## src/stgm_defines.svh

```systemverilog
// register offsets, reset values and field positions for the serial/timer port mux
`ifndef STGM_DEFINES_SVH
`define STGM_DEFINES_SVH
`define STGM_ADDR_SER_DATA 8'h24
`define STGM_ADDR_SER_DIR 8'h26
`define STGM_ADDR_SER_FUNC 8'h27
`define STGM_ADDR_TMR_DATA 8'h28
`define STGM_ADDR_TMR_DIR 8'h2a
`define STGM_ADDR_TMR_FUNC 8'h2b
`define STGM_ADDR_ODE 8'h2c
`define STGM_RST_SER_LATCH 8'hff
`define STGM_RST_SER_DIR 8'hc0
`define STGM_RST_SER_FUNC 8'h00
`define STGM_RST_TMR_LATCH 4'hf
`define STGM_RST_TMR_DIR 4'h0
`define STGM_RST_TMR_FUNC 4'h0
`define STGM_RST_ODE 8'h00
`define STGM_RST_SER_SYNC 8'hff
`define STGM_RST_TMR_SYNC 4'hf
`define STGM_ODE_TX0_BIT 3
`define STGM_ODE_TX1_BIT 4
`endif

```

## src/stgm_pkg.sv

```systemverilog
// types for the serial/timer port mux
`default_nettype none
package stgm_pkg;
  typedef logic [7:0] stgm_byte_t;
  typedef logic [3:0] stgm_nib_t;
endpackage
`default_nettype wire

```

## src/stgm_top.sv

```systemverilog
// serial/timer gpio pin-function mux with byte register port
//
// The implementer's own choice: the strobed register port.
`include "stgm_defines.svh"
`default_nettype none
module stgm_top
(
  // clock and reset
  input wire logic CLK_SYS_IN,
  input wire logic RESET_N_IN,
  // register port
  input wire logic [7:0] ADDR_IN,
  input wire logic [7:0] WDATA_IN,
  input wire logic WR_IN,
  input wire logic RD_IN,
  output logic [7:0] RDATA_OUT,
  // serial port pins
  input wire logic [7:0] SER_PIN_IN,
  output logic [7:0] SER_PIN_OUT,
  output logic [7:0] SER_PIN_OE_OUT,
  // timer port pins
  input wire logic [3:0] TMR_PIN_IN,
  output logic [3:0] TMR_PIN_OUT,
  output logic [3:0] TMR_PIN_OE_OUT,
  // serial channel side
  input wire logic SERIAL0_TRANSMIT_IN,
  input wire logic SERIAL1_TRANSMIT_IN,
  input wire logic SERIAL0_CLOCK_PIN_IN,
  input wire logic SERIAL1_CLOCK_PIN_IN,
  output logic SERIAL0_RECEIVE_OUT,
  output logic SERIAL1_RECEIVE_OUT,
  output logic SERIAL0_CLEAR_TO_SEND_OUT,
  output logic SERIAL1_CLEAR_TO_SEND_OUT,
  // timer and interrupt side
  input wire logic TIMER2_COMPARE_OUT0_IN,
  input wire logic TIMER2_COMPARE_OUT1_IN,
  output logic TIMER2_CAPTURE_IN0_OUT,
  output logic TIMER2_CAPTURE_IN1_OUT,
  output logic EXT_IRQ_ONE_OUT,
  output logic EXT_IRQ_TWO_OUT,
  // oscillator connection
  output logic SLOW_OSC_CONNECT_OUT,
  output logic SLOW_OSC_IN_OUT
);
  stgm_pkg::stgm_byte_t ser_latch_q, ser_dir_q, ser_func_q, ode_q;
  stgm_pkg::stgm_nib_t tmr_latch_q, tmr_dir_q, tmr_func_q;
  stgm_pkg::stgm_byte_t rdata_d, rdata_q;
  stgm_pkg::stgm_byte_t ser_out_d, ser_out_q, ser_oe_d, ser_oe_q;
  stgm_pkg::stgm_nib_t tmr_out_d, tmr_out_q, tmr_oe_d, tmr_oe_q;
  logic [9:0] side_d, side_q;
  wire stgm_pkg::stgm_byte_t ser_eff_dir;
  wire stgm_pkg::stgm_byte_t ser_rd;
  wire stgm_pkg::stgm_nib_t tmr_rd;
  wire logic osc_mode;
  wire logic alt0_tx, alt0_clk, alt1_tx, alt1_clk, tcmp0, tcmp1;
  wire logic tx0_val, tx1_val;
  wire logic [7:0] sync_in;
  wire logic [3:0] tsync_in;

  // write decode
  wire logic wr_sdat = WR_IN && (ADDR_IN == `STGM_ADDR_SER_DATA);
  wire logic wr_sdir = WR_IN && (ADDR_IN == `STGM_ADDR_SER_DIR);
  wire logic wr_sfun = WR_IN && (ADDR_IN == `STGM_ADDR_SER_FUNC);
  wire logic wr_tdat = WR_IN && (ADDR_IN == `STGM_ADDR_TMR_DATA);
  wire logic wr_tdir = WR_IN && (ADDR_IN == `STGM_ADDR_TMR_DIR);
  wire logic wr_tfun = WR_IN && (ADDR_IN == `STGM_ADDR_TMR_FUNC);
  wire logic wr_ode = WR_IN && (ADDR_IN == `STGM_ADDR_ODE);

  // alternate output selects
  assign alt0_tx = ser_func_q[0] && ser_dir_q[0];
  assign alt0_clk = ser_func_q[2] && ser_dir_q[2];
  assign alt1_tx = ser_func_q[3] && ser_dir_q[3];
  assign alt1_clk = ser_func_q[5] && ser_dir_q[5];
  assign tcmp0 = tmr_func_q[2] && tmr_dir_q[2];
  assign tcmp1 = tmr_func_q[3] && tmr_dir_q[3];
  // upper pins: function 0 direction 0 hands them to the oscillator
  assign osc_mode = !ser_func_q[6] && !ser_dir_q[6] && !ser_func_q[7] && !ser_dir_q[7];

  assign tx0_val = alt0_tx ? SERIAL0_TRANSMIT_IN : ser_latch_q[0];
  assign tx1_val = alt1_tx ? SERIAL1_TRANSMIT_IN : ser_latch_q[3];

  // reserved combinations are not masked; direction bit alone sets the driver on pins 0 to 5 unless ODE makes pin 0 or 3 open-drain
  assign ser_eff_dir = ser_dir_q;

  always_comb
  begin
    ser_out_d = ser_latch_q;
    ser_oe_d = ser_eff_dir;
    ser_out_d[0] = tx0_val;
    ser_out_d[3] = tx1_val;
    ser_out_d[2] = alt0_clk ? SERIAL0_CLOCK_PIN_IN : ser_latch_q[2];
    ser_out_d[5] = alt1_clk ? SERIAL1_CLOCK_PIN_IN : ser_latch_q[5];
    // open-drain transmit: drive only a low
    if (ode_q[`STGM_ODE_TX0_BIT])
    begin
      ser_oe_d[0] = ser_dir_q[0] && !tx0_val;
    end
    if (ode_q[`STGM_ODE_TX1_BIT])
    begin
      ser_oe_d[3] = ser_dir_q[3] && !tx1_val;
    end
    // upper pins are always open-drain; direction 1 without function is reserved
    ser_out_d[7:6] = 2'h0;
    ser_oe_d[6] = ser_func_q[6] && ser_dir_q[6] && !ser_latch_q[6];
    ser_oe_d[7] = ser_func_q[7] && ser_dir_q[7] && !ser_latch_q[7];
  end

  always_comb
  begin
    tmr_out_d = tmr_latch_q;
    tmr_oe_d = tmr_dir_q;
    tmr_out_d[2] = tcmp0 ? TIMER2_COMPARE_OUT0_IN : tmr_latch_q[2];
    tmr_out_d[3] = tcmp1 ? TIMER2_COMPARE_OUT1_IN : tmr_latch_q[3];
  end

  // peripheral-facing side signals
  always_comb
  begin
    side_d[0] = sync_in[1];
    side_d[1] = sync_in[4];
    side_d[2] = sync_in[2];
    side_d[3] = sync_in[5];
    side_d[4] = tmr_func_q[0] && !tmr_dir_q[0] && tsync_in[0];
    side_d[5] = tmr_func_q[1] && !tmr_dir_q[1] && tsync_in[1];
    side_d[6] = tmr_func_q[0] && !tmr_dir_q[0] && tsync_in[0];
    side_d[7] = tmr_func_q[1] && !tmr_dir_q[1] && tsync_in[1];
    side_d[8] = osc_mode;
    side_d[9] = osc_mode && sync_in[6];
  end

  // input bits read the pin, output bits the driven latch
  assign ser_rd = (ser_dir_q & ser_latch_q) | (~ser_dir_q & sync_in);
  assign tmr_rd = (tmr_dir_q & tmr_latch_q) | (~tmr_dir_q & tsync_in);

  // write-only registers read as zero, so read-modify-write corrupts them
  always_comb
  begin
    rdata_d = 8'h00;
    if (RD_IN && ADDR_IN == `STGM_ADDR_SER_DATA)
    begin
      rdata_d = ser_rd;
    end
    else if (RD_IN && ADDR_IN == `STGM_ADDR_TMR_DATA)
    begin
      rdata_d = {4'h0, tmr_rd};
    end
    else if (RD_IN && ADDR_IN == `STGM_ADDR_ODE)
    begin
      rdata_d = ode_q;
    end
  end

  // pin synchronisers
  stgm_sync2 #(.WIDTH(8), .RESET_VALUE(`STGM_RST_SER_SYNC)) ser_sync_u
  (
    .clk_in(CLK_SYS_IN),
    .reset_n_in(RESET_N_IN),
    .async_in(SER_PIN_IN),
    .sync_out(sync_in)
  );
  stgm_sync2 #(.WIDTH(4), .RESET_VALUE(`STGM_RST_TMR_SYNC)) tmr_sync_u
  (
    .clk_in(CLK_SYS_IN),
    .reset_n_in(RESET_N_IN),
    .async_in(TMR_PIN_IN),
    .sync_out(tsync_in)
  );

  // control registers, one short block each
  always_ff @(posedge CLK_SYS_IN or negedge RESET_N_IN)
  begin
    if (!RESET_N_IN)
    begin
      ser_latch_q <= `STGM_RST_SER_LATCH;
    end
    else if (wr_sdat)
    begin
      ser_latch_q <= WDATA_IN;
    end
  end

  always_ff @(posedge CLK_SYS_IN or negedge RESET_N_IN)
  begin
    if (!RESET_N_IN)
    begin
      ser_dir_q <= `STGM_RST_SER_DIR;
    end
    else if (wr_sdir)
    begin
      ser_dir_q <= WDATA_IN;
    end
  end

  // bits 1 and 4 have no function select
  always_ff @(posedge CLK_SYS_IN or negedge RESET_N_IN)
  begin
    if (!RESET_N_IN)
    begin
      ser_func_q <= `STGM_RST_SER_FUNC;
    end
    else if (wr_sfun)
    begin
      ser_func_q <= WDATA_IN & 8'hed;
    end
  end

  always_ff @(posedge CLK_SYS_IN or negedge RESET_N_IN)
  begin
    if (!RESET_N_IN)
    begin
      tmr_latch_q <= `STGM_RST_TMR_LATCH;
    end
    else if (wr_tdat)
    begin
      tmr_latch_q <= WDATA_IN[3:0];
    end
  end

  always_ff @(posedge CLK_SYS_IN or negedge RESET_N_IN)
  begin
    if (!RESET_N_IN)
    begin
      tmr_dir_q <= `STGM_RST_TMR_DIR;
    end
    else if (wr_tdir)
    begin
      tmr_dir_q <= WDATA_IN[3:0];
    end
  end

  always_ff @(posedge CLK_SYS_IN or negedge RESET_N_IN)
  begin
    if (!RESET_N_IN)
    begin
      tmr_func_q <= `STGM_RST_TMR_FUNC;
    end
    else if (wr_tfun)
    begin
      tmr_func_q <= WDATA_IN[3:0];
    end
  end

  // kept whole for read-back, though only bits 3 and 4 act
  always_ff @(posedge CLK_SYS_IN or negedge RESET_N_IN)
  begin
    if (!RESET_N_IN)
    begin
      ode_q <= `STGM_RST_ODE;
    end
    else if (wr_ode)
    begin
      ode_q <= WDATA_IN;
    end
  end

  // read data stands one cycle, zero otherwise
  always_ff @(posedge CLK_SYS_IN or negedge RESET_N_IN)
  begin
    if (!RESET_N_IN)
    begin
      rdata_q <= 8'h00;
    end
    else
    begin
      rdata_q <= rdata_d;
    end
  end

  // pin drive from flops, so no glitch reaches a pad
  always_ff @(posedge CLK_SYS_IN or negedge RESET_N_IN)
  begin
    if (!RESET_N_IN)
    begin
      ser_out_q <= 8'h00;
      ser_oe_q <= 8'h00;
      tmr_out_q <= 4'h0;
      tmr_oe_q <= 4'h0;
    end
    else
    begin
      ser_out_q <= ser_out_d;
      ser_oe_q <= ser_oe_d;
      tmr_out_q <= tmr_out_d;
      tmr_oe_q <= tmr_oe_d;
    end
  end

  // peripheral side adds one cycle behind the synchroniser
  always_ff @(posedge CLK_SYS_IN or negedge RESET_N_IN)
  begin
    if (!RESET_N_IN)
    begin
      side_q <= 10'h000;
    end
    else
    begin
      side_q <= side_d;
    end
  end

  assign RDATA_OUT = rdata_q;
  assign SER_PIN_OUT = ser_out_q;
  assign SER_PIN_OE_OUT = ser_oe_q;
  assign TMR_PIN_OUT = tmr_out_q;
  assign TMR_PIN_OE_OUT = tmr_oe_q;
  assign SERIAL0_RECEIVE_OUT = side_q[0];
  assign SERIAL1_RECEIVE_OUT = side_q[1];
  assign SERIAL0_CLEAR_TO_SEND_OUT = side_q[2];
  assign SERIAL1_CLEAR_TO_SEND_OUT = side_q[3];
  assign TIMER2_CAPTURE_IN0_OUT = side_q[4];
  assign TIMER2_CAPTURE_IN1_OUT = side_q[5];
  assign EXT_IRQ_ONE_OUT = side_q[6];
  assign EXT_IRQ_TWO_OUT = side_q[7];
  assign SLOW_OSC_CONNECT_OUT = side_q[8];
  assign SLOW_OSC_IN_OUT = side_q[9];
endmodule

// two-flop pin synchroniser; reset level matches an idle pulled-up pin
module stgm_sync2
#(
  parameter int WIDTH = 8,
  parameter logic [WIDTH-1:0] RESET_VALUE = '1
)
(
  // clock and reset
  input wire logic clk_in,
  input wire logic reset_n_in,
  // asynchronous level in, synchronised level out
  input wire logic [WIDTH-1:0] async_in,
  output logic [WIDTH-1:0] sync_out
);
  logic [WIDTH-1:0] meta_q, stable_q;

  // only the second stage is read, so a metastable first stage never leaks
  always_ff @(posedge clk_in or negedge reset_n_in)
  begin
    if (!reset_n_in)
    begin
      meta_q <= RESET_VALUE;
      stable_q <= RESET_VALUE;
    end
    else
    begin
      meta_q <= async_in;
      stable_q <= meta_q;
    end
  end

  assign sync_out = stable_q;
endmodule
`default_nettype wire

```

## config.mk

```make
export PLATFORM = sky130hd
export DESIGN_NAME = stgm_top
export DESIGN_NICKNAME = d
export VERILOG_FILES = /design/src/stgm_pkg.sv /design/src/stgm_top.sv
export VERILOG_INCLUDE_DIRS = /design/src
export SDC_FILE = /design/constraint.sdc
export NUM_CORES = 1
export LEC_CHECK = 0
export BUFFER_PORTS_ARGS = -buffer_cell sky130_fd_sc_hd__buf_2
export CAP_MARGIN = 40
export CORE_MARGIN = 2
export CORE_UTILIZATION = 40
export CTS_CLUSTER_SIZE = 16
export DETAILED_ROUTE_END_ITERATION = 16
export GPL_ROUTABILITY_DRIVEN = 0
export HOLD_SLACK_MARGIN = 0.12
export PLACE_DENSITY = 0.62
export SYNTH_ARGS = -nofsm -noshare
export SYNTH_HDL_FRONTEND = slang
export SYNTH_HIERARCHICAL = 1
export SYNTH_SLANG_ARGS = --single-unit
```

## constraint.sdc

```tcl
create_clock -name CLK_SYS_IN -period 2.5 [get_ports CLK_SYS_IN]
set_input_delay 0.125 -clock CLK_SYS_IN [delete_from_list [all_inputs] [get_ports CLK_SYS_IN]]
set_output_delay 0.125 -clock CLK_SYS_IN [all_outputs]
set_load 0.01 [all_outputs]
```

==> qor.txt, run 1 <==
run status - complete, no violations
leading cell types in the layout, fill and taps excluded - buf_2, dfrtp_1, mux2_2, dfstp_2, dlygate4sd3_1
period utilization - 0.616
number of antenna cells inserted - 0
crit end category - register
Power Density - 652 nW/um^2
crit path time final - 1540 ps
die height - 100 um
Worst EP required - 2790 ps
root cell of the clock tree - clkbuf_8
global route total overflow - 0
initial core utilization - 0.407
antenna viol nets, final - 0
drt wl/cell - 15.3 um
area share of the largest cell type after synthesis - 0.444
post-route worst setup slack - 961 ps
number of antenna violations at the first check in global routing - 0
Critical Setup Path Class - in -> reg
number of endpoints failing setup at the final stage - 0
chain of cells forming the critical path - buf_2 > or4b_4 > or3b_1 > mux2_2
Fmax - 650 MHz
post-route insts no fill - 449
leading post-synthesis cells by cell area - dfrtp_1, dfstp_2, mux2_2
hold slack - 273 ps
max capacitance violation total - 0
area growth from synthesis to layout - 26.2%
unrepaired setup endpoints after global routing - no
slew at the pin with the worst max-slew slack - 680 ps
routed wire length - 6.87 mm
clock network latency to the later pin of the worst-skew pair - 360 ps
worst slack at placement - 571 ps
NumNets Final - 371
total number of vias - 2,155
Max clock buf depth - 2
worst hold path class - in -> async
hpwl dp - 4.68 mm
Arrival @ worst endpoint - 1830 ps
global-route wire length before repair - 11.4 mm
largest net degree at the start of global routing - 67
leakage power - 2.26 nW
register bit count reported by yosys - 104
cell family contributing the most delay on the critical path - simple AND/OR/NAND/NOR gates
CTS tree - done
top fanout value on the critical path - 14
total CTS buffers - 9
H-tree levels - 3
library cell occupying the most area in the post-synthesis netlist - dfrtp_1
total non-filler cell area in the finished layout - 4700 um^2
via count normalized by instance count - 4.80
initial detailed-routing violation count - 42
placed instance count - 406
largest incremental delay on the critical path - 650 ps
crit path buf inv count - 1
Die ar. - 10,100 um^2
clock transition at the register clock pins on the worst setup and hold paths after CTS - 100 ps
share of synthesized registers carrying an async set or reset - 1.00
syn avg cell area - 16.8 um^2
TritonCTS sink count - 104
number of iterations in the first detailed-routing pass - 4
proportion of layout cells with a drive suffix above 1 - 0.553
I/O pin count - 80
fraction of the core area covered by cells at the end of the flow - 0.513
critical path launch point - ADDR_IN[4]
Slew Limit Headroom - 0.544
post-cts gate resize count - 0
sequential fraction of the synthesis area - 0.712
cell area after placement - 4230 um^2
library cells used by synthesis - 27
Worst Skew - 8.72 ps
count of flip-flops with a built-in enable after synthesis - 0
element type at the critical path start - primary input
number of global-route vias before repair - 2,234
Synth Warn # - 6
total power draw - 3.06 mW
Setup Total Neg Slack - 0 ps
peak supply drop - 0.249 mV
number of design rule violations left after detail routing - 0
final count of hold timing violations - 0
IO buf count - 77
synthesized instance count - 222
Netlist Area Pre-Place - 3720 um^2
most common library cell in the layout ignoring fill and taps - buf_2
master of the slowest instance on the critical path - or4b_4
overall track demand over capacity in global routing - 0.149
horizontal die dimension - 100 um
Core ar. - 9150 um^2
number of pins with negative max-slew slack in the final report - 0
worst reg2reg path startpoint - ser_dir_q[0]
Main synth FF type - dfrtp_1
total number of placement rows - 35
==> final cells by class <==
cell class / count / area [um^2]
clock buffers: 10 / 128
clock inverters: 6 / 70.1
fillers: 827 / 4450
multi-input cells: 112 / 1030
flip-flops and latches: 104 / 2650
well taps: 111 / 139
repair buffers: 106 / 686
==> sequential cells by signal, summed over array words and instances (netlist names), 6 cells and up <==
name	cells
ser_sync_u/sync_out	8
ser_func_q	6
SER_PIN_OE_OUT	8
RDATA_OUT	8
side_q	8
ser_dir_q	8
ode_q	8
ser_sync_u/meta_q	8
SER_PIN_OUT	6
ser_latch_q	8
==> cells in the mapped netlist, types with 2 or more instances <==
cell type / n
nor3_2: 4
nand2_1: 9
nor4_1: 5
buf_4: 4
or3b_1: 3
a21boi_0: 2
mux2i_1: 12
dfrtp_1: 66
nor2_1: 7
dfstp_2: 38
a221o_1: 4
nand2b_1: 2
o2bb2ai_1: 4
mux2_2: 48
and3b_1: 2
==> what timing repair did <==
action | in CTS | in global routing
endpoints found under the hold margin | 100 | 0
hold buffers | 27 | 0
buffers inserted | 0 | 0
endpoints found under the setup margin | 0 | 0
==> final timing paths <==
check	endpoint	slack, ps	depth (start not counted)
worst max-delay path	ser_latch_q[1]	960	4
worst min-delay path	side_q[1]	270	2
worst max register to register	SER_PIN_OE_OUT[0]	1360	3
worst min register to register	tmr_sync_u/sync_out[2]	360	0
max in group asynchronous	tmr_sync_u/sync_out[0]	1470	3
min in group CLK_SYS_IN	RDATA_OUT[7]	350	4
==> per-layer routing <==
layer | track usage | up-vias | part of all wire
met4 | 0.0601 | 0 | 0.017
met3 | 0.0257 | 9 | 0.037
met2 | 0.247 | 45 | 0.51
met1 | 0.195 | 1089 | 0.44
met5 | 0 | - | 0
li1 | - | 1012 | -
==> cells by family (layout without fill, tap and decap cells) <==
logic type             count (synthesis)  count (layout)  synth area share
flip-flops                           104             104             0.712
multiplexers                          60              60             0.177
AND/OR/NAND/NOR                       40              40            0.0723
AO/OA/AOI/OAI                         10              10            0.0242
buffers and inverters                  7             122            0.0134
other                                  1               2           0.00101
==> power breakdown <==
part           internal, mW  switching (mW)
registers              1.78          0.0390
clock network         0.467           0.555
logic                 0.113           0.107
Note: power is estimated with default switching activity, not from simulation.
==> run 2: changes to the inputs <==
Settings changed: PLACE_DENSITY 0.62 to 0.64.
Clock period 2.5 ns to 1.3 ns, I/O delays scaled along.
==> run 2 against run 1 <==
  * The run now ends with setup timing left
  * Die area did not move
  * Clock-buffer cell count down 1
  * First-iteration DRC count up 26%
  * Sequential cell count is the same
  * Final cell count increased by 5.3%
  * Routed wire length up 4.6%
  * Clock skew decreased by 1.2 ps
  * Sequential power rose by 92%
  * Power rose by 91%
  * Setup slack got worse by 1000 ps
  * Combinational power up 120%
  * Clock power up 84%
==> qor.txt, run 2 (synthesized netlist as in run 1, its figures left out) <==
IO buf count - 77 (unchanged)
Register-to-Register Path Depth - 3 (unchanged)
I/O pin count - 80 (unchanged)
violated checks - setup timing
Worst EP required - 1550 ps (-1240 ps)
period utilization - 1.03
max capacitance violation total - 0 (unchanged)
Worst Skew - 7.56 ps (-1.16 ps)
proportion of layout cells with a drive suffix above 1 - 0.588 (+0.0351)
number of design rule violations left after detail routing - 0 (unchanged)
setup slack, reg-to-reg - 170 ps (-1190 ps)
TritonCTS sink count - 104 (unchanged)
number of iterations in the first detailed-routing pass - 5 (+1)
number of antenna cells inserted - 0 (unchanged)
worst hold path class - in -> async
element type at the critical path start - primary input
crit path time final - 1340 ps
fraction of the core area covered by cells at the end of the flow - 0.546 (+0.0329)
global route total overflow - 0 (unchanged)
total number of placement rows - 35 (unchanged)
total power draw - 5.86 mW (+91%)
worst reg2reg path startpoint - tmr_latch_q[0]
peak supply drop - 0.483 mV (+94%)
crit end category - register
drt wl/cell - 15.2 um (-0.71%)
number of pins with negative max-slew slack in the final report - 0 (unchanged)
Arrival @ worst endpoint - 1600 ps (-230 ps)
via count normalized by instance count - 4.74 (-1.2%)
initial core utilization - 0.407 (unchanged)
total number of vias - 2,243 (+4.1%)
initial detailed-routing violation count - 53 (+26%)
routed wire length - 7.19 mm (+4.6%)
run status - complete, but fails checks
horizontal die dimension - 100 um (unchanged)
total CTS buffers - 9 (unchanged)
Power Density - 1170 nW/um^2 (+80%)
Die ar. - 10,100 um^2 (unchanged)
top fanout value on the critical path - 8 (-6)
Core ar. - 9150 um^2 (unchanged)
Max clock buf depth - 2 (unchanged)
largest net degree at the start of global routing - 31 (-54%)
hpwl dp - 4.84 mm (+3.4%)
leakage power - 2.43 nW (+7.2%)
global-route wire length before repair - 11.8 mm (+3.6%)
placed instance count - 427 (+5.2%)
CTS tree - done
number of endpoints failing setup at the final stage - 10 (+10)
H-tree levels - 3 (unchanged)
post-route worst setup slack - -41.4 ps (-1000 ps)
number of filler cells placed in the layout - 755 (-8.7%)
area growth from synthesis to layout - 34.3%
clock transition at the register clock pins on the worst setup and hold paths after CTS - 100 ps (about the same)
capture point of the worst reg-to-reg path - RDATA_OUT[0]
die height - 100 um (unchanged)
Fmax - 745 MHz
unrepaired setup endpoints after global routing - yes
Critical Setup Path Class - in -> reg
clock network latency to the later pin of the worst-skew pair - 360 ps (about the same)
number of global-route vias before repair - 2,293 (+2.6%)
Setup Total Neg Slack - -284 ps (-284 ps)
leading cell types in the layout, fill and taps excluded - buf_2, dfrtp_1, dfstp_2, mux2_2, dlygate4sd3_1
NumNets Final - 395 (+6.5%)
overall track demand over capacity in global routing - 0.155 (+0.00619)
antenna viol nets, final - 0 (unchanged)
root cell of the clock tree - clkbuf_8
final count of hold timing violations - 0 (unchanged)
most common library cell in the layout ignoring fill and taps - buf_2
post-route insts no fill - 473 (+5.3%)
number of antenna violations at the first check in global routing - 0 (unchanged)
[run 2: cell types whose count changed in the layout (fill, tap and decap cells not counted), sizes merged]
cell and change:
bufinv -1, inv +4, clkinv -1, clkbuf -1, buf +24, clkinvlp -1
[run 2: metrics by stage]
stage          area (um^2)  worst slack (ps)  hold slack (ps)
5_1_grt               5000             -52.5              195
3_3_place_gp          4450              -457             28.2
4_1_cts               4990             -24.4              171
3_5_place_dp          4450              -509             37.2
2_1_floorplan         3750              -307             -231
6_report              5000             -41.4              180
[run 2: final cells by class]
| type | count | area, um^2 | area share |
|---|---|---|---|
| flip-flops and latches | 104 | 2650 | 0.530 |
| multi-input cells | 112 | 1080 | 0.217 |
| repair buffers | 130 | 943 | 0.189 |
| well taps | 111 | 139 | 0.0278 |
| clock buffers | 9 | 124 | 0.0248 |
| clock inverters | 7 | 61.3 | 0.0123 |
[run 2: worst max-delay path by stage]
| stage | start | endpoint | slack, ps | cells after the start |
|---|---|---|---|---|
| 2_1_floorplan | ADDR_IN[4] | ode_q[0] | -310 | 4 |
| 3_3_place_gp | ADDR_IN[4] | tmr_func_q[3] | -460 | 5 |
| 3_5_place_dp | ADDR_IN[4] | tmr_func_q[2] | -510 | 5 |
| 4_1_cts | ADDR_IN[6] | ode_q[2] | -20 | 6 |
| 5_1_grt | ADDR_IN[4] | ode_q[2] | -50 | 6 |
| 6_report | ADDR_IN[4] | ode_q[4] | -40 | 6 |
[run 2: report_power, final]
group	switching, mW	internal, mW
registers	0.0757	3.43
logic	0.217	0.266
clock network	1.14	0.733
total	1.44	4.43
[run 2: layer usage]
metal  vias to the layer above  wire (um)  global-route usage
li1                       1053          -                   -
met1                      1135       3200               0.207
met2                        46       3610               0.249
met3                         9        285              0.0354
met4                         0         87              0.0580
met5                         -          0                   0
[run 2: what timing repair did]
action | in CTS | in global routing
endpoints found under the hold margin | 137 | 0
endpoints found under the setup margin | 17 | 13
pin swaps | 3 | 2
resized for setup | 14 | 2
hold buffers | 27 | 0
gates cloned | 0 | 0
setup buffers | 3 | 0
[run 2: worst max-delay path: stages]
cell	delay (ps)
buf_6	90
or4b_4	600
buf_6	160
nor3b_4	200
buf_12	170
mux2_4	300
